===== src/hw/npcr_pkg.sv =====
// Package for the protocol configuration register bank.
// Assumes byte addressing on the register bus, one word per register.
package npcr_pkg;

    // Register indices; byte address is four times the index
    localparam logic [3:0] IDX_PASSIVE = 4'h8;
    localparam logic [3:0] IDX_STREAM = 4'h9;
    localparam logic [3:0] IDX_AUX = 4'hA;
    localparam logic [3:0] IDX_STATUS = 4'hF;
    localparam logic [7:0] REG_RESET = 8'h00;
    localparam logic [7:0] PASSIVE_MASK = 8'hFD;
    localparam logic [7:0] STREAM_MASK = 8'h7F;
    localparam logic [7:0] AUX_MASK = 8'hBF;

    // Passive target register fields
    localparam int FDT_TRIM_LSB = 4;
    localparam int FDT_TRIM_W = 4;
    localparam int AP2P_BIT = 3;
    localparam int SENSF_BIT = 2;
    localparam int ANTICOLL_BIT = 0;

    // Stream mode register fields
    localparam int SCF_LSB = 5;
    localparam int SCP_LSB = 3;
    localparam int STX_LSB = 0;

    // Auxiliary register fields
    localparam int CRC_SKIP_BIT = 7;
    localparam int UID_LSB = 4;
    localparam int PHASE90_BIT = 3;
    localparam int CORR_DIS_BIT = 2;
    localparam int FON_N_LSB = 0;

    // Status register fields
    localparam int ST_FRAME_BIT = 0;
    localparam int ST_PEND_BIT = 1;
    localparam int ST_RSVD_BIT = 2;

    // Sub-carrier frequency codes
    localparam logic [1:0] SCF_BPSK_16 = 2'h0;
    localparam logic [1:0] SCF_SUB_32 = 2'h1;
    // Pulse count codes
    localparam logic [1:0] SCP_PULSE_4 = 2'h2;
    localparam logic [1:0] SCP_PULSE_8 = 2'h3;
    // Tx modulator period codes
    localparam logic [2:0] STX_DIV_128 = 3'h0;
    localparam logic [2:0] STX_DIV_64 = 3'h1;
    localparam logic [2:0] STX_DIV_32 = 3'h2;
    localparam logic [2:0] STX_DIV_16 = 3'h3;
    // UID size codes
    localparam logic [1:0] UID_4_BYTES = 2'h0;
    localparam logic [1:0] UID_7_BYTES = 2'h1;
    localparam logic [3:0] UID_LEN_4 = 4'h4;
    localparam logic [3:0] UID_LEN_7 = 4'h7;

    // Carrier divider ratios and pulse counts
    localparam logic [7:0] DIV_128 = 8'h80;
    localparam logic [7:0] DIV_64 = 8'h40;
    localparam logic [7:0] DIV_32 = 8'h20;
    localparam logic [7:0] DIV_16 = 8'h10;
    localparam logic [3:0] PULSES_4 = 4'h4;
    localparam logic [3:0] PULSES_8 = 4'h8;

    // Frame delay width in carrier periods
    localparam int FDT_W = 16;

endpackage


===== src/hw/npcr_fdt_trim.sv =====
// Frame delay trim: nominal delay minus the trim in carrier periods.
// Assumes nominal delay comes from logic on the same clock.
`timescale 1ns/1ps
module npcr_fdt_trim (
    // Clock and reset
    input wire logic ref_clk,
    input wire logic rstn,
    // Delay values in carrier periods
    input wire logic [npcr_pkg::FDT_W-1:0] fdt_nominal,
    input wire logic [npcr_pkg::FDT_TRIM_W-1:0] fdt_trim,
    output logic [npcr_pkg::FDT_W-1:0] fdt_eff
);

    typedef struct packed {
        logic [npcr_pkg::FDT_W-1:0] fdt;
    } npcr_trim_s;

    npcr_trim_s st_reg;
    npcr_trim_s st_next;

    // Shorten delay, saturating at zero
    always_comb begin
        st_next = st_reg;
        if (fdt_nominal > npcr_pkg::FDT_W'(fdt_trim)) begin
            st_next.fdt = fdt_nominal - npcr_pkg::FDT_W'(fdt_trim);
        end else begin
            st_next.fdt = '0;
        end
    end

    // State register
    always_ff @(posedge ref_clk or negedge rstn) begin
        if (!rstn) begin
            st_reg <= '0;
        end else begin
            st_reg <= st_next;
        end
    end

    assign fdt_eff = st_reg.fdt;

endmodule


===== src/hw/npcr_stream_decode.sv =====
// Decoder of stream mode settings into divider ratios and pulse count.
// Assumes the settings are stable flop outputs on the same clock.
`timescale 1ns/1ps
module npcr_stream_decode (
    // Clock and reset
    input wire logic ref_clk,
    input wire logic rstn,
    // Stream mode fields
    input wire logic [1:0] subcarrier_freq_sel,
    input wire logic [1:0] subcarrier_pulse_count,
    input wire logic [2:0] stream_tx_period,
    // Decoded values
    output logic [7:0] subcarrier_div,
    output logic bpsk_mode,
    output logic [3:0] pulse_count,
    output logic [7:0] tx_period_div,
    output logic stream_rsvd
);

    typedef struct packed {
        logic [7:0] sc_div;
        logic bpsk;
        logic [3:0] pulses;
        logic [7:0] tx_div;
        logic rsvd;
    } npcr_dec_s;

    npcr_dec_s st_reg;
    npcr_dec_s st_next;

    // Decode each field, flag reserved codes
    always_comb begin
        st_next = '0;
        case (subcarrier_freq_sel)
            npcr_pkg::SCF_BPSK_16: begin
                st_next.sc_div = npcr_pkg::DIV_16;
                st_next.bpsk = 1'b1;
            end
            npcr_pkg::SCF_SUB_32: st_next.sc_div = npcr_pkg::DIV_32;
            default: st_next.rsvd = 1'b1;
        endcase
        case (subcarrier_pulse_count)
            npcr_pkg::SCP_PULSE_4: st_next.pulses = npcr_pkg::PULSES_4;
            npcr_pkg::SCP_PULSE_8: st_next.pulses = npcr_pkg::PULSES_8;
            default: st_next.rsvd = 1'b1;
        endcase
        case (stream_tx_period)
            npcr_pkg::STX_DIV_128: st_next.tx_div = npcr_pkg::DIV_128;
            npcr_pkg::STX_DIV_64: st_next.tx_div = npcr_pkg::DIV_64;
            npcr_pkg::STX_DIV_32: st_next.tx_div = npcr_pkg::DIV_32;
            npcr_pkg::STX_DIV_16: st_next.tx_div = npcr_pkg::DIV_16;
            default: st_next.rsvd = 1'b1;
        endcase
    end

    // State register
    always_ff @(posedge ref_clk or negedge rstn) begin
        if (!rstn) begin
            st_reg <= '0;
        end else begin
            st_reg <= st_next;
        end
    end

    assign subcarrier_div = st_reg.sc_div;
    assign bpsk_mode = st_reg.bpsk;
    assign pulse_count = st_reg.pulses;
    assign tx_period_div = st_reg.tx_div;
    assign stream_rsvd = st_reg.rsvd;

endmodule


===== src/hw/npcr_config_regs.sv =====
// Protocol configuration register bank with an Avalon-MM slave.
// Assumes frame_active and the protocol strobes come from core logic
// on ref_clk; settings reach the core only between frames.
`timescale 1ns/1ps

module npcr_config_regs (
    // Clock and reset
    input wire logic ref_clk,
    input wire logic rstn,
    // Avalon-MM slave
    input wire logic [5:0] avs_address,
    input wire logic avs_read,
    input wire logic avs_write,
    input wire logic [31:0] avs_writedata,
    input wire logic [3:0] avs_byteenable,
    output logic [31:0] avs_readdata,
    output logic avs_waitrequest,
    // Core status
    input wire logic frame_active,
    input wire logic reqa_wupa_direct,
    input wire logic anticoll_frame_sel,
    input wire logic [npcr_pkg::FDT_W-1:0] fdt_nominal,
    // Passive target controls
    output logic [npcr_pkg::FDT_W-1:0] fdt_eff,
    output logic ap2p_recog_en,
    output logic auto_sensf_en,
    output logic auto_anticoll_en,
    output logic target_fifo_only,
    // Stream mode controls
    output logic [7:0] subcarrier_div,
    output logic bpsk_mode,
    output logic [3:0] pulse_count,
    output logic [7:0] tx_period_div,
    // Receive and auxiliary controls
    output logic rx_crc_check_en,
    output logic [3:0] uid_len,
    output logic phase_clock_shift90,
    output logic correlator_en,
    output logic [1:0] field_on_n_value
);

    typedef struct packed {
        logic [7:0] passive;
        logic [7:0] stream;
        logic [7:0] aux;
        logic [7:0] passive_act;
        logic [7:0] stream_act;
        logic [7:0] aux_act;
        logic ack;
        logic [7:0] rdata;
    } npcr_state_s;

    npcr_state_s st_reg;
    npcr_state_s st_next;

    logic stream_rsvd;
    logic aux_rsvd;
    logic pending;
    logic req;
    logic [3:0] idx;

    // Register index from byte address
    function automatic logic [3:0] npcr_index(input logic [5:0] addr);
        npcr_index = addr[5:2];
    endfunction

    // Readback value for an index
    function automatic logic [7:0] npcr_read(
        input logic [3:0] i,
        input npcr_state_s s,
        input logic [7:0] status
    );
        case (i)
            npcr_pkg::IDX_PASSIVE: npcr_read = s.passive;
            npcr_pkg::IDX_STREAM: npcr_read = s.stream;
            npcr_pkg::IDX_AUX: npcr_read = s.aux;
            npcr_pkg::IDX_STATUS: npcr_read = status;
            default: npcr_read = 8'h00;
        endcase
    endfunction

    // Request decode
    assign req = avs_read | avs_write;
    assign idx = npcr_index(avs_address);

    // Stored settings not yet applied to the core
    assign pending = (st_reg.passive != st_reg.passive_act)
        | (st_reg.stream != st_reg.stream_act)
        | (st_reg.aux != st_reg.aux_act);

    // Reserved identifier size or correlator code in use
    assign aux_rsvd = st_reg.aux_act[npcr_pkg::UID_LSB+1]
        | st_reg.aux_act[npcr_pkg::CORR_DIS_BIT];

    // Bus slave, register storage and frame-aligned apply
    always_comb begin
        logic [7:0] status;
        status = 8'h00;
        status[npcr_pkg::ST_FRAME_BIT] = frame_active;
        status[npcr_pkg::ST_PEND_BIT] = pending;
        status[npcr_pkg::ST_RSVD_BIT] = stream_rsvd | aux_rsvd;
        st_next = st_reg;
        // One wait cycle, then answer
        st_next.ack = req & ~st_reg.ack;
        st_next.rdata = npcr_read(idx, st_reg, status);
        // Write lands on the edge where waitrequest is low
        if (avs_write && st_reg.ack && avs_byteenable[0]) begin
            case (idx)
                npcr_pkg::IDX_PASSIVE:
                    st_next.passive = avs_writedata[7:0] & npcr_pkg::PASSIVE_MASK;
                npcr_pkg::IDX_STREAM:
                    st_next.stream = avs_writedata[7:0] & npcr_pkg::STREAM_MASK;
                npcr_pkg::IDX_AUX:
                    st_next.aux = avs_writedata[7:0] & npcr_pkg::AUX_MASK;
                default: st_next.aux = st_reg.aux;
            endcase
        end
        // Settings reach the core only between frames
        if (!frame_active) begin
            st_next.passive_act = st_reg.passive;
            st_next.stream_act = st_reg.stream;
            st_next.aux_act = st_reg.aux;
        end
    end

    // State register, all fields zero at reset
    always_ff @(posedge ref_clk or negedge rstn) begin
        if (!rstn) begin
            st_reg <= '0;
        end else begin
            st_reg <= st_next;
        end
    end

    // Bus answer
    assign avs_waitrequest = req & ~st_reg.ack;
    assign avs_readdata = {24'h000000, st_reg.rdata};

    // Frame delay trim in card emulation
    npcr_fdt_trim u_trim (
        .ref_clk(ref_clk),
        .rstn(rstn),
        .fdt_nominal(fdt_nominal),
        .fdt_trim(st_reg.passive_act[npcr_pkg::FDT_TRIM_LSB +: npcr_pkg::FDT_TRIM_W]),
        .fdt_eff(fdt_eff)
    );

    // Stream mode decode
    npcr_stream_decode u_stream (
        .ref_clk(ref_clk),
        .rstn(rstn),
        .subcarrier_freq_sel(st_reg.stream_act[npcr_pkg::SCF_LSB +: 2]),
        .subcarrier_pulse_count(st_reg.stream_act[npcr_pkg::SCP_LSB +: 2]),
        .stream_tx_period(st_reg.stream_act[npcr_pkg::STX_LSB +: 3]),
        .subcarrier_div(subcarrier_div),
        .bpsk_mode(bpsk_mode),
        .pulse_count(pulse_count),
        .tx_period_div(tx_period_div),
        .stream_rsvd(stream_rsvd)
    );

    // Passive target automatic responses
    assign ap2p_recog_en = ~st_reg.passive_act[npcr_pkg::AP2P_BIT];
    assign auto_sensf_en = ~st_reg.passive_act[npcr_pkg::SENSF_BIT];
    assign auto_anticoll_en = ~st_reg.passive_act[npcr_pkg::ANTICOLL_BIT];
    // A disabled SENSF or anticollision automatic hands target traffic to the FIFO
    assign target_fifo_only = ~auto_sensf_en | ~auto_anticoll_en;

    // Receive CRC check, forced off for short frames
    assign rx_crc_check_en = ~st_reg.aux_act[npcr_pkg::CRC_SKIP_BIT]
        & ~reqa_wupa_direct & ~anticoll_frame_sel;

    // Identifier length in bytes
    always_comb begin
        case (st_reg.aux_act[npcr_pkg::UID_LSB +: 2])
            npcr_pkg::UID_4_BYTES: uid_len = npcr_pkg::UID_LEN_4;
            npcr_pkg::UID_7_BYTES: uid_len = npcr_pkg::UID_LEN_7;
            default: uid_len = npcr_pkg::UID_LEN_4;
        endcase
    end

    // Remaining auxiliary controls
    assign phase_clock_shift90 = st_reg.aux_act[npcr_pkg::PHASE90_BIT];
    assign correlator_en = ~st_reg.aux_act[npcr_pkg::CORR_DIS_BIT];
    assign field_on_n_value = st_reg.aux_act[npcr_pkg::FON_N_LSB +: 2];

endmodule


===== config.mk =====
export PLATFORM = sky130hd
export DESIGN_NAME = npcr_config_regs
export DESIGN_NICKNAME = d
export VERILOG_FILES = /design/src/hw/npcr_pkg.sv /design/src/hw/npcr_fdt_trim.sv /design/src/hw/npcr_stream_decode.sv /design/src/hw/npcr_config_regs.sv
export SDC_FILE = /design/constraint.sdc
export NUM_CORES = 1
export LEC_CHECK = 0
export BUFFER_PORTS_ARGS = -buffer_cell sky130_fd_sc_hd__buf_2
export CORE_ASPECT_RATIO = 1.5
export CORE_MARGIN = 2
export CORE_UTILIZATION = 45
export DETAILED_ROUTE_END_ITERATION = 10
export HOLD_SLACK_MARGIN = 0.15
export PLACE_DENSITY_LB_ADDON = 0.08
export SYNTH_ARGS = -nofsm -noshare
export SYNTH_HDL_FRONTEND = slang
export SYNTH_HIERARCHICAL = 1
export SYNTH_SLANG_ARGS = --single-unit

===== constraint.sdc =====
create_clock -name ref_clk -period 3 [get_ports ref_clk]
set_input_delay 0.3 -clock ref_clk [delete_from_list [all_inputs] [get_ports ref_clk]]
set_output_delay 0.3 -clock ref_clk [all_outputs]
set_load 0.02 [all_outputs]

Yosys cells after proc, flatten, opt, wreduce, memory -nomap -nowiden
Index checks and enable logic that the tools add are counted.
{"block": "word_totals", "regBits": 87, "inputBits": 65, "word_cells": 67, "output_inout_bits": 83}
{"block": "classes", "n_lt_le_gt_ge": 1, "n_mux": 10, "reduce_logical": 10, "add_sub_neg": 1, "n_bitwise": 17, "eq_ne": 14}
{"operator": "8-bit one-hot mux with 4 select lines", "n": 2}
{"operator": "7-bit != test", "n": 3}
{"operator": "4-bit == test (second input constant)", "n": 4}
{"operator": "16-bit by 4-bit greater-than comparator with 1-bit output", "n": 1}
{"operator": "16-bit 2-to-1 mux", "n": 1}
{"operator": "16-bit by 4-bit subtractor with 16-bit output", "n": 1}
{"operator": "6-bit one-hot mux with 2 select lines", "n": 1}
{"operator": "1-bit NOT", "n": 8}
{"operator": "4-bit one-hot mux with 2 select lines", "n": 1}
{"operator": "3-bit by 2-bit == test with 1-bit output (second input constant)", "n": 2}
{"operator": "1-bit OR", "n": 6}
{"operator": "2-bit AND reduction", "n": 3}
{"operator": "2-bit by 1-bit == test with 1-bit output (second input constant)", "n": 2}
{"operator": "2-bit == test (second input constant)", "n": 2}
{"operator": "1-bit 2-to-1 mux", "n": 4}
{"operator": "2-bit OR reduction", "n": 2}
{"operator": "4-bit OR reduction", "n": 1}
{"operator": "1-bit bitwise AND", "n": 3}
{"operator": "3-bit by 1-bit == test with 1-bit output (second input constant)", "n": 1}
{"operator": "3-bit logical NOT", "n": 1}
{"operator": "1-bit logical AND", "n": 2}
{"operator": "2-bit logical NOT", "n": 1}
{"operator": "2-bit 2-to-1 mux", "n": 1}

Logic depth before layout (Yosys ltp)
Gate-level depths: netlist of run 1.
{"block": "depth", "ltp_word": 5, "ltp_mapped": 9, "depth_no_buf": 8}

By module
Netlist of run 1, hierarchy kept.
{"mod": "npcr_config_regs", "seq_area_each_um2": 1276.2, "n_inst": 1, "area_each_um2": 2605.0, "cells_per_inst": 199}
{"mod": "npcr_fdt_trim", "seq_area_each_um2": 400.4, "n_inst": 1, "area_each_um2": 887.1, "cells_per_inst": 87}
{"mod": "npcr_stream_decode", "seq_area_each_um2": 225.2, "n_inst": 1, "area_each_um2": 387.9, "cells_per_inst": 32}

Worst setup path before layout of run 1
No wires, ideal clock.
{"block": "synth_timing", "path_kind": "in2reg", "startpoint": "input port fdt_nominal[8] (netlist bit)", "endpoint": "register u_trim.st_reg (netlist bit u_trim/fdt_eff[5])", "path_buffers": 1, "slack_ns": 0.844, "arrival_time_ns": 2.037, "path_stages": 6, "required_ns": 2.881, "setup_ns": 0.119, "path_cell_list": "or4_4 -> or3_1 -> or2_4 -> a2111oi_4 -> buf_6 -> nor2_1"}
{"item": "start: declaration", "line": "npcr_config_regs.sv:22", "source": "input wire logic [npcr_pkg::FDT_W-1:0] fdt_nominal,"}
{"item": "end signal: assignment", "line": "npcr_fdt_trim.sv:36", "source": "st_reg <= st_next;"}
{"item": "end: declaration", "line": "npcr_fdt_trim.sv:18", "source": "npcr_trim_s st_reg;"}

==> results of run 1 <==
## cells in the mapped netlist (all sizes together) (2+ instances only)
master | number | area (um2)
a211oi | 2 | 15.0
a21oi | 3 | 15.0
a222oi | 3 | 30.0
a22o | 3 | 28.8
and4 | 4 | 35.0
buf | 56 | 424
conb | 3 | 11.3
dfrtp | 76 | 1900
ha | 4 | 50.1
inv | 12 | 45.0
mux2 | 42 | 526
nand2 | 6 | 22.5
nand2b | 2 | 20.0
nand3 | 3 | 15.0
nand4 | 2 | 12.5
nor2 | 17 | 63.8
nor2b | 6 | 37.5
nor3 | 6 | 35.0
nor3b | 4 | 52.6
nor4 | 4 | 25.0
o21ai | 8 | 40.0
o31a | 2 | 17.5
or3 | 4 | 28.8
or4 | 3 | 26.3
xnor2 | 4 | 35.0
xor2 | 25 | 219
## power by group through the flow
stage          clock, mW  combinational, mW  sequential [mW]
2_1_floorplan          0              0.422             1.33
3_3_place_gp           0              0.624             1.29
3_5_place_dp           0              0.628             1.30
5_1_grt             1.19              0.682             1.30
4_1_cts             1.15              0.633             1.28
6_report            1.12              0.623             1.28
## cell type report
class                      instances  area, um2
inverter                          12       45.0
multi-input combinational        209       1640
fill                             797       3940
sequential                        76       1900
timing repair buffer              85        443
tap                              107        134
clock buffer                      13        270
clock inverter                     3       43.8
## worst paths after layout
kind / cells past startpoint / startpoint / to
max in group asynchronous: 2 / rstn / avs_readdata[2]
min in group asynchronous: 2 / rstn / u_trim/fdt_eff[3]
worst max-delay path: 7 / st_reg[30] / u_trim/fdt_eff[15]
worst min register to register: 1 / st_reg[8] / st_reg[8]
worst max register to register: 7 / st_reg[30] / u_trim/fdt_eff[15]
worst min-delay path: 2 / avs_writedata[7] / st_reg[40]
## metrics by stage
| stage | cell area [um2] | utilization [%] | setup WS, ns | total power, mW |
|---|---|---|---|---|
| 3_5_place_dp | 4150 | 49.4 | 0.648 | 1.92 |
| 5_1_grt | 4480 | 53.2 | 0.678 | 3.17 |
| 3_3_place_gp | 4150 | 49.4 | 0.667 | 1.92 |
| 6_report | 4480 | 53.2 | 0.828 | 3.02 |
| 4_1_cts | 4480 | 53.2 | 0.777 | 3.06 |
| 2_1_floorplan | 4010 | - | 0.844 | 1.75 |
## routing by layer
layer  track usage, %  part of all wire, %  up-vias
met1             19.4                   39     1193
met5                0                    0        -
met2             30.1                   54       75
met3             4.91                  5.0       13
li1                 -                    -     1156
met4             7.31                  2.3        0
## logic make-up (layout without fill, tap and decap cells)
| kind of cell | count (synthesis) | count (layout) | synth area share [%] |
|---|---|---|---|
| other cells | 3 | 38 | 0.290 |
| mux | 42 | 42 | 13.5 |
| xor+xnor | 29 | 29 | 6.55 |
| compound gates | 27 | 27 | 5.55 |
| flops | 76 | 76 | 49.0 |
| buf+inv | 68 | 113 | 12.1 |
| fa+ha+maj | 5 | 5 | 1.81 |
| simple gates | 68 | 68 | 11.2 |
==> impl_metrics.toml, run 1 <==
[die]
die_h_um = 118
io_pins = 148
die_w_um = 79.8
dieArea_mm2 = 0.00940
initial_core_util_pct = 46.1
coreArea_mm2 = 0.00841
row_count = 41

[worst_setup_path]
cp_top_family = "simple AND/OR/NAND/NOR gates"
cp_slowest_cell = "or3_2"
crit_chain = "inv_1 > ha_1 > nor2b_1 > o31ai_1 > nand2_1 > or3_2 > a21oi_1"
worstPathRequired_ns = 3.25
rrSetupSlack_ns = 0.83
crit_arrival_ns = 2.42
cp_num_buf_inv = 1
critPathMaxStageDelay_ns = 0.44
path_max_fanout = 5
crit_path_start_kind = "flop"
path_class = "reg2reg"
cp-end-kind = "flop"

[worst_hold_path]
hold_class = "in2reg"

[cts]
clockBufferDepth = 2
post_cts_resized = 0
cts.sinks = 76
clk_pin_slew_ns = 0.06
clockRootBuffer = "clkbuf_16"
cts_setup_buffers = 0
cts_buffers = 9
htreeDepth = 3
cts_hold_buf = 1
cts_tree = "done"
clock_latency_ns = 0.33

[place]
dp.final_hpwl_um = 5530
gp_congestion = 0.745
dp_cells = 488
numPortBuffers = 80

[layout]
largest_reg_flops = 40
num_antenna_cells = 0
fin_cells = 505
final_common_cell = "buf_2"
drive_gt1_share_pct = 36.9
nets = 463
area_growth_pct = 15.4
final_cell_mix = "buf_2 (79), dfrtp_1 (76), conb_1 (38), xor2_1 (25), mux2_2 (21)"

[timing]
min_period_ns = 2.17
rsz0062_at_grt = "false"
setup_viol = 0
period_share_pct = 72.4
worst_slew_pin_slew_ns = 0.923
drv_slew = 0
hold_violations = 0
relSlewSlack_pct = 38.5
tns_ns = 0
clock_skew_ns = 0.00709
fmax_ghz = 0.460
whs_ns = 0.207

[routing]
first_pass_iters = 4
drc_errors = 0
routed_wl_um = 7640
drt_iter0_drc = 82
ant_nets = 0
wl_per_cell_um = 15.1
vias = 2437
routed_via_density = 4.83

[synth]
syn_area_mm2 = 0.00388
synth_cells = 318
yosysWarnings = 6
synth-seq-area-share_pct = 49.0
yosys_register_bits = 76
async_reset_ff_share_pct = 100
synth_ff_type = "dfrtp_1"
synth_enable_flop_cells = 0
syn_avg_cell_area_um2 = 12.2
yosysUniqueCellTypes = 51

[global_routing]
grt_pass1_vias = 2461
grt_antenna_before_repair = 0
grt_max_degree = 77
overflow = 0
grt_first_pass_wirelength_um = 12200
grt_use_total_pct = 17.3

[pwr]
vdd.ir_drop.worst_mv = 0.349
sw_frac_of_total_pct = 29.2
intPower_mw = 2.14
power.density_mw_per_mm2 = 675
pwr-share-clk_pct = 37.1
power_switching_mw = 0.883
p_seq_share_pct = 42.3
p_leak_nw = 2.32
p_comb_share_pct = 20.6

[run_status]
outcome = "complete, no violations"

[job]
drv_cap = 0
Power figures use the tool's default switching activity.
==> inputs of run 2 (changes only) <==
--- a/config.mk
+++ b/config.mk
@@ -5,6 +5,7 @@
 export SDC_FILE = /design/constraint.sdc
 export NUM_CORES = 1
 export LEC_CHECK = 0
+export ABC_AREA = 1
 export BUFFER_PORTS_ARGS = -buffer_cell sky130_fd_sc_hd__buf_2
 export CORE_ASPECT_RATIO = 1.5
 export CORE_MARGIN = 2
==> constraint.sdc (replaced) <==
create_clock -name ref_clk -period 2.2 [get_ports ref_clk]
set_input_delay 0.22 -clock ref_clk [delete_from_list [all_inputs] [get_ports ref_clk]]
set_output_delay 0.22 -clock ref_clk [all_outputs]
set_load 0.02 [all_outputs]
==> run 2 against run 1 <==
Effect of this change:
- synthesized cell count rose by 64%
- wire length is 19% higher
- sequential share of layout area fell by 2.3 points
- critical endpoint is now u_trim/fdt_eff[8]
==> impl_metrics.toml, run 2 <==
[worst_setup_path]
worstPathRequired_ns = 2.46
critPathMaxStageDelay_ns = 0.41
path_max_fanout = 11
rrSetupSlack_ns = 0.23
crit_chain = "ha_1 > fa_1 > inv_1 > nand3_2 > nand2_4 > nand2_2 > nand3_2 > inv_1 > nor2_1"
cp_slowest_cell = "dfrtp_1"
crit_path_start_kind = "flop"
cp.depth = 9
cp_num_buf_inv = 2
cp-end-kind = "flop"
cp_top_family = "adder cells"
r2r_cells = 9
path_class = "reg2reg"
crit_arrival_ns = 2.23

[layout]
multiInputGateArea_mm2 = 0.00166
nFillCells = 932
num_antenna_cells = 0
fin_util_pct = 51.7
regArea_mm2 = 0.00190
final_cell_mix = "nand2_1 (129), buf_2 (79), inv_1 (76), dfrtp_1 (76), nor2_1 (54)"
largest_reg_flops = 40
nets = 665
final_common_cell = "nand2_1"
area_growth_pct = 13.5
drive_gt1_share_pct = 22.9
fin_cells = 711

[global_routing]
busiest_layer = "met2"
grt_use_total_pct = 19.4
use_met1_pct = 21.0
grt_antenna_before_repair = 0
met3_usage_pct = 4.67
grt_first_pass_wirelength_um = 14500
grt_pass1_vias = 3116
overflow = 0
grt_max_degree = 35
met2_usage_pct = 35.0

[timing]
relSlewSlack_pct = 58.6
worst_slew_pin_slew_ns = 0.619
min_period_ns = 1.97
setup_viol = 0
drv_slew = 0
rsz0062_at_grt = "false"
period_share_pct = 89.6
clock_skew_ns = 0.00537
whs_ns = 0.155
tns_ns = 0
hold_violations = 0
fmax_ghz = 0.507

[synth]
yosys_register_bits = 76
async_reset_ff_share_pct = 100
netlist.area_leader.share_pct = 45.6
yosys.area.top_type = "dfrtp_1"
syn_area_mm2 = 0.00417
synth_ff_type = "dfrtp_1"
synth.most_common_cell = "nand2_1"
synth_enable_flop_cells = 0
synth_area_leaders = "dfrtp_1 (46%), nand2_1 (12%), buf_4 (9.2%)"
synth-seq-area-share_pct = 45.6
yosysWarnings = 6
yosysUniqueCellTypes = 35
syn_avg_cell_area_um2 = 7.97
synth_cells = 523
ys_top_cells_by_count = "nand2_1 (129), dfrtp_1 (76), inv_1 (76), nor2_1 (54), buf_4 (51)"

[worst_hold_path]
hold_class = "in2reg"
holdPathStages = 3

[place]
dp.final_hpwl_um = 6890
gp_congestion = 0.833
dp_cells = 694
numPortBuffers = 80

[pwr]
p_leak_nw = 2.54
power.density_mw_per_mm2 = 849
vdd.ir_drop.worst_mv = 0.451

[routing]
routed_wl_um = 9100
vias = 3269
wl_per_cell_um = 12.8
ant_nets = 0
drc_errors = 0
routed_via_density = 4.60
first_pass_iters = 4
drt_iter0_drc = 139

[cts]
clockBufferDepth = 2
post_cts_resized = 0
cts_tree = "done"
clockRootBuffer = "clkbuf_16"
cts_setup_buffers = 0
htreeDepth = 3
cts_hold_buf = 2
clk_pin_slew_ns = 0.06
cts_buffers = 9
clock_latency_ns = 0.33
cts.sinks = 76

[die]
io_pins = 148
initial_core_util_pct = 45.6
die_h_um = 122
die_w_um = 82.6
coreArea_mm2 = 0.00915
dieArea_mm2 = 0.0101
row_count = 43

[job]
drv_cap = 0

[run_status]
outcome = "complete, no violations"
[run 2: cell count changes in the layout (fill, tap and decap cells not counted), sizes merged, moves of 4 or more]
cell   delta
nand2   +139
inv      +68
nor2     +43
mux2     -41
o21ai    +33
xor2     -23
nand3    +15
nor2b     -6
a21oi     +5
and4      -4
nor3b     -4
nor4      -4
or3       -4
[run 2: stage by stage]
stage                     power (mW)  instance area, um2  setup slack, ns
after floorplan                 2.44                4300            0.520
after global placement          2.67                4440            0.274
after detailed placement        2.69                4440            0.236
after CTS                       4.06                4730            0.220
after global routing            4.26                4730           0.0658
final                           4.02                4730            0.230
[run 2: layout make-up]
| cell class | count | share of cell area [%] |
|---|---|---|
| clock buffers | 13 | 5.50 |
| clock inverters | 2 | 0.212 |
| inverters | 80 | 6.35 |
| multi-input cells | 343 | 35.1 |
| flip-flops and latches | 76 | 40.2 |
| well taps | 112 | 2.96 |
| repair buffers | 85 | 9.68 |
[run 2: final timing paths]
| check | end | from |
|---|---|---|
| max | u_trim/fdt_eff[8] | st_reg[29] |
| min | st_reg[8] | avs_write |
| max reg2reg | u_trim/fdt_eff[8] | st_reg[29] |
| min reg2reg | st_reg[8] | st_reg[8] |
| max in group asynchronous | u_trim/fdt_eff[4] | rstn |
| min in group asynchronous | avs_readdata[6] | rstn |
[run 2: kinds of logic (layout without fill, tap and decap cells)]
logic type | count (synthesis) | after routing | share of synthesized area, %
xor gates and xnor gates | 6 | 6 | 1.26
DFF | 76 | 76 | 45.6
muxes | 1 | 1 | 0.270
AOI/OAI and AO/OA | 59 | 59 | 8.43
adders and majority gates | 5 | 5 | 1.68
buffers and inverters | 139 | 180 | 17.7
other | 3 | 38 | 0.270
and+or+nand+nor | 234 | 234 | 24.8
[run 2: worst reg2reg max path, stage by stage (launching register included)]
cell and delay [ns]:
dfrtp_1 0.41, ha_1 0.24, fa_1 0.41, inv_1 0.09, nand3_2 0.09, nand2_4 0.11, nand2_2 0.05, nand3_2 0.21
inv_1 0.17, nor2_1 0.13
[run 2: metal layers]
layer,vias to the layer above,wire length (um)
met5,-,0
met4,0,190
met3,12,408
met2,81,4940
met1,1519,3570
li1,1657,-
[run 2: power by group]
group	leakage, nW	switching, mW	internal (mW)	total, mW
logic	1.42	0.634	0.319	0.954
clock network	0.135	0.544	0.816	1.36
registers	0.985	0.133	1.57	1.71
==> inputs of run 3 (changes only) <==
--- a/config.mk
+++ b/config.mk
@@ -8,7 +8,6 @@
 export ABC_AREA = 1
 export BUFFER_PORTS_ARGS = -buffer_cell sky130_fd_sc_hd__buf_2
 export CORE_ASPECT_RATIO = 1.5
-export CORE_MARGIN = 2
 export CORE_UTILIZATION = 45
 export DETAILED_ROUTE_END_ITERATION = 10
 export HOLD_SLACK_MARGIN = 0.15
==> run 3 against run 2 <==
Effect of this change:
- register-to-register slack about the same
- largest power group unchanged
- global-route usage increased by 1.3 points
- clock power increased by 21%
- first-iteration DRC count decreased by 8.6%
- sequential power about the same
- sequential share of layout area decreased by 0.57 points
- via count decreased by 0.40%
- fmax increased by 0.65%
- critical endpoint is now u_trim/fdt_eff[2]
- critical path depth unchanged
- worst setup slack improved by 0.013 ns
- cell count decreased by 0.14%
==> impl_metrics.toml, run 3 (synthesis gave the netlist of run 2 again) <==
[worst_hold_path]
hold_path_end = "st_reg[8]"
holdPathStages = 3
hp-start = "avs_read"
hold_class = "in2reg"

[cts]
cts_tree = "done"
cts.sinks = 76
clock_latency_ns = 0.34
clk_pin_slew_ns = 0.06
cts_buffers = 9
clockRootBuffer = "clkbuf_16"
post_cts_resized = 0
cts_setup_buffers = 0
htreeDepth = 3
clockBufferDepth = 2

[routing]
drc_errors = 0
wl_per_cell_um = 12.7
ant_nets = 0
drt_iter0_drc = 127
first_pass_iters = 4
vias = 3256
routed_wl_um = 9020
routed_via_density = 4.59

[global_routing]
grt_first_pass_wirelength_um = 14800
grt_max_degree = 56
grt_use_total_pct = 20.8
met2_usage_pct = 36.5
use_met1_pct = 23.1
busiest_layer = "met2"
met3_usage_pct = 4.11
grt_antenna_before_repair = 0
overflow = 0
grt_pass1_vias = 3031

[timing]
setup_viol = 0
relSlewSlack_pct = 60.0
whs_ns = 0.153
rsz0062_at_grt = "false"
clock_skew_ns = 0.00658
hold_violations = 0
fmax_ghz = 0.511
drv_slew = 0
period_share_pct = 89.0
worst_slew_pin_slew_ns = 0.598
tns_ns = 0
min_period_ns = 1.96

[die]
dieArea_mm2 = 0.00966
row_count = 42
die_h_um = 120
die_w_um = 80.6
io_pins = 148
initial_core_util_pct = 46.7
coreArea_mm2 = 0.00893

[worst_setup_path]
crit_arrival_ns = 2.22
cp_top_family = "adder cells"
r2r-end = "u_trim/fdt_eff[2]"
path_max_fanout = 11
worstPathRequired_ns = 2.47
cp-end-kind = "flop"
cp_num_buf_inv = 2
crit_path_start_kind = "flop"
critPathMaxStageDelay_ns = 0.41
rrSetupSlack_ns = 0.24
cp_slowest_cell = "fa_1"
crit_chain = "ha_1 > fa_1 > inv_1 > nand3_2 > nand2_4 > nand2_2 > nand3_2 > inv_1 > nor2_1"
r2r_start = "st_reg[29]"
cp-startpoint = "st_reg[29]"
path_class = "reg2reg"
r2r_cells = 9

[layout]
fin_util_pct = 53.7
largest_reg_flops = 40
nFillCells = 888
final_cell_mix = "nand2_1 (129), buf_2 (79), inv_1 (76), dfrtp_1 (76), nor2_1 (54)"
fin_cells = 710
area_growth_pct = 15.1
drive_gt1_share_pct = 23.0
nets = 665
num_antenna_cells = 0
final_common_cell = "nand2_1"

[pwr]
power.density_mw_per_mm2 = 898
p_leak_nw = 2.57
vdd.ir_drop.worst_mv = 0.471

[place]
gp_congestion = 0.852
dp_cells = 691
dp.final_hpwl_um = 6780
numPortBuffers = 80

[job]
drv_cap = 0

[run_status]
outcome = "complete, no violations"
[run 3: worst register-to-register path, delay by kind of cell (launching register included)]
kind	cells	cell delay (ns)
adder cells (fa/ha/maj)	2	0.65
buffers and inverters	2	0.24
AND/OR/NAND/NOR	5	0.60
flip-flops	1	0.40
[run 3: metal layers]
metal  part of all wire [%]  vias up
met5                      0        -
met4                    2.8        0
met3                    3.9       15
met2                     55       71
met1                     39     1508
li1                       -     1662
[run 3: report_power, final]
part	switching, mW	internal (mW)	leakage (nW)
clock	0.567	1.09	0.162
sequential	0.132	1.57	0.985
combinational	0.632	0.319	1.42
total	1.33	2.98	2.57
[run 3: cell type report]
class,count,area [um2],share of cell area (%)
multi-input cells,343,1660,34.6
well taps,110,138,2.87
clock inverters,3,67.6,1.41
inverters,80,300,6.26
repair buffers,85,460,9.59
clock buffers,13,270,5.63
flip-flops and latches,76,1900,39.6
[run 3: how the worst max path moves through the flow]
stage,endpoint,slack (ns),depth (start not counted)
after floorplan,u_trim/fdt_eff[3],0.52,10
after global placement,u_trim/fdt_eff[8],0.28,9
after detailed placement,u_trim/fdt_eff[6],0.24,9
after CTS,u_trim/fdt_eff[1],0.23,9
after global routing,u_trim/fdt_eff[0],0.1,9
final,u_trim/fdt_eff[2],0.24,9
[run 3: what timing repair did]
| action | CTS | global route |
|---|---|---|
| hold buffers | 3 | 0 |
| endpoints found under the setup margin | 0 | 0 |
| endpoints found under the hold margin | 24 | 0 |
[run 3: through the flow]
stage | cell area (um2) | power, mW | setup WS (ns)
after floorplan | 4300 | 2.44 | 0.520
after global placement | 4430 | 2.66 | 0.284
after detailed placement | 4430 | 2.68 | 0.243
after CTS | 4800 | 4.35 | 0.228
after global routing | 4800 | 4.55 | 0.0955
final | 4800 | 4.31 | 0.242
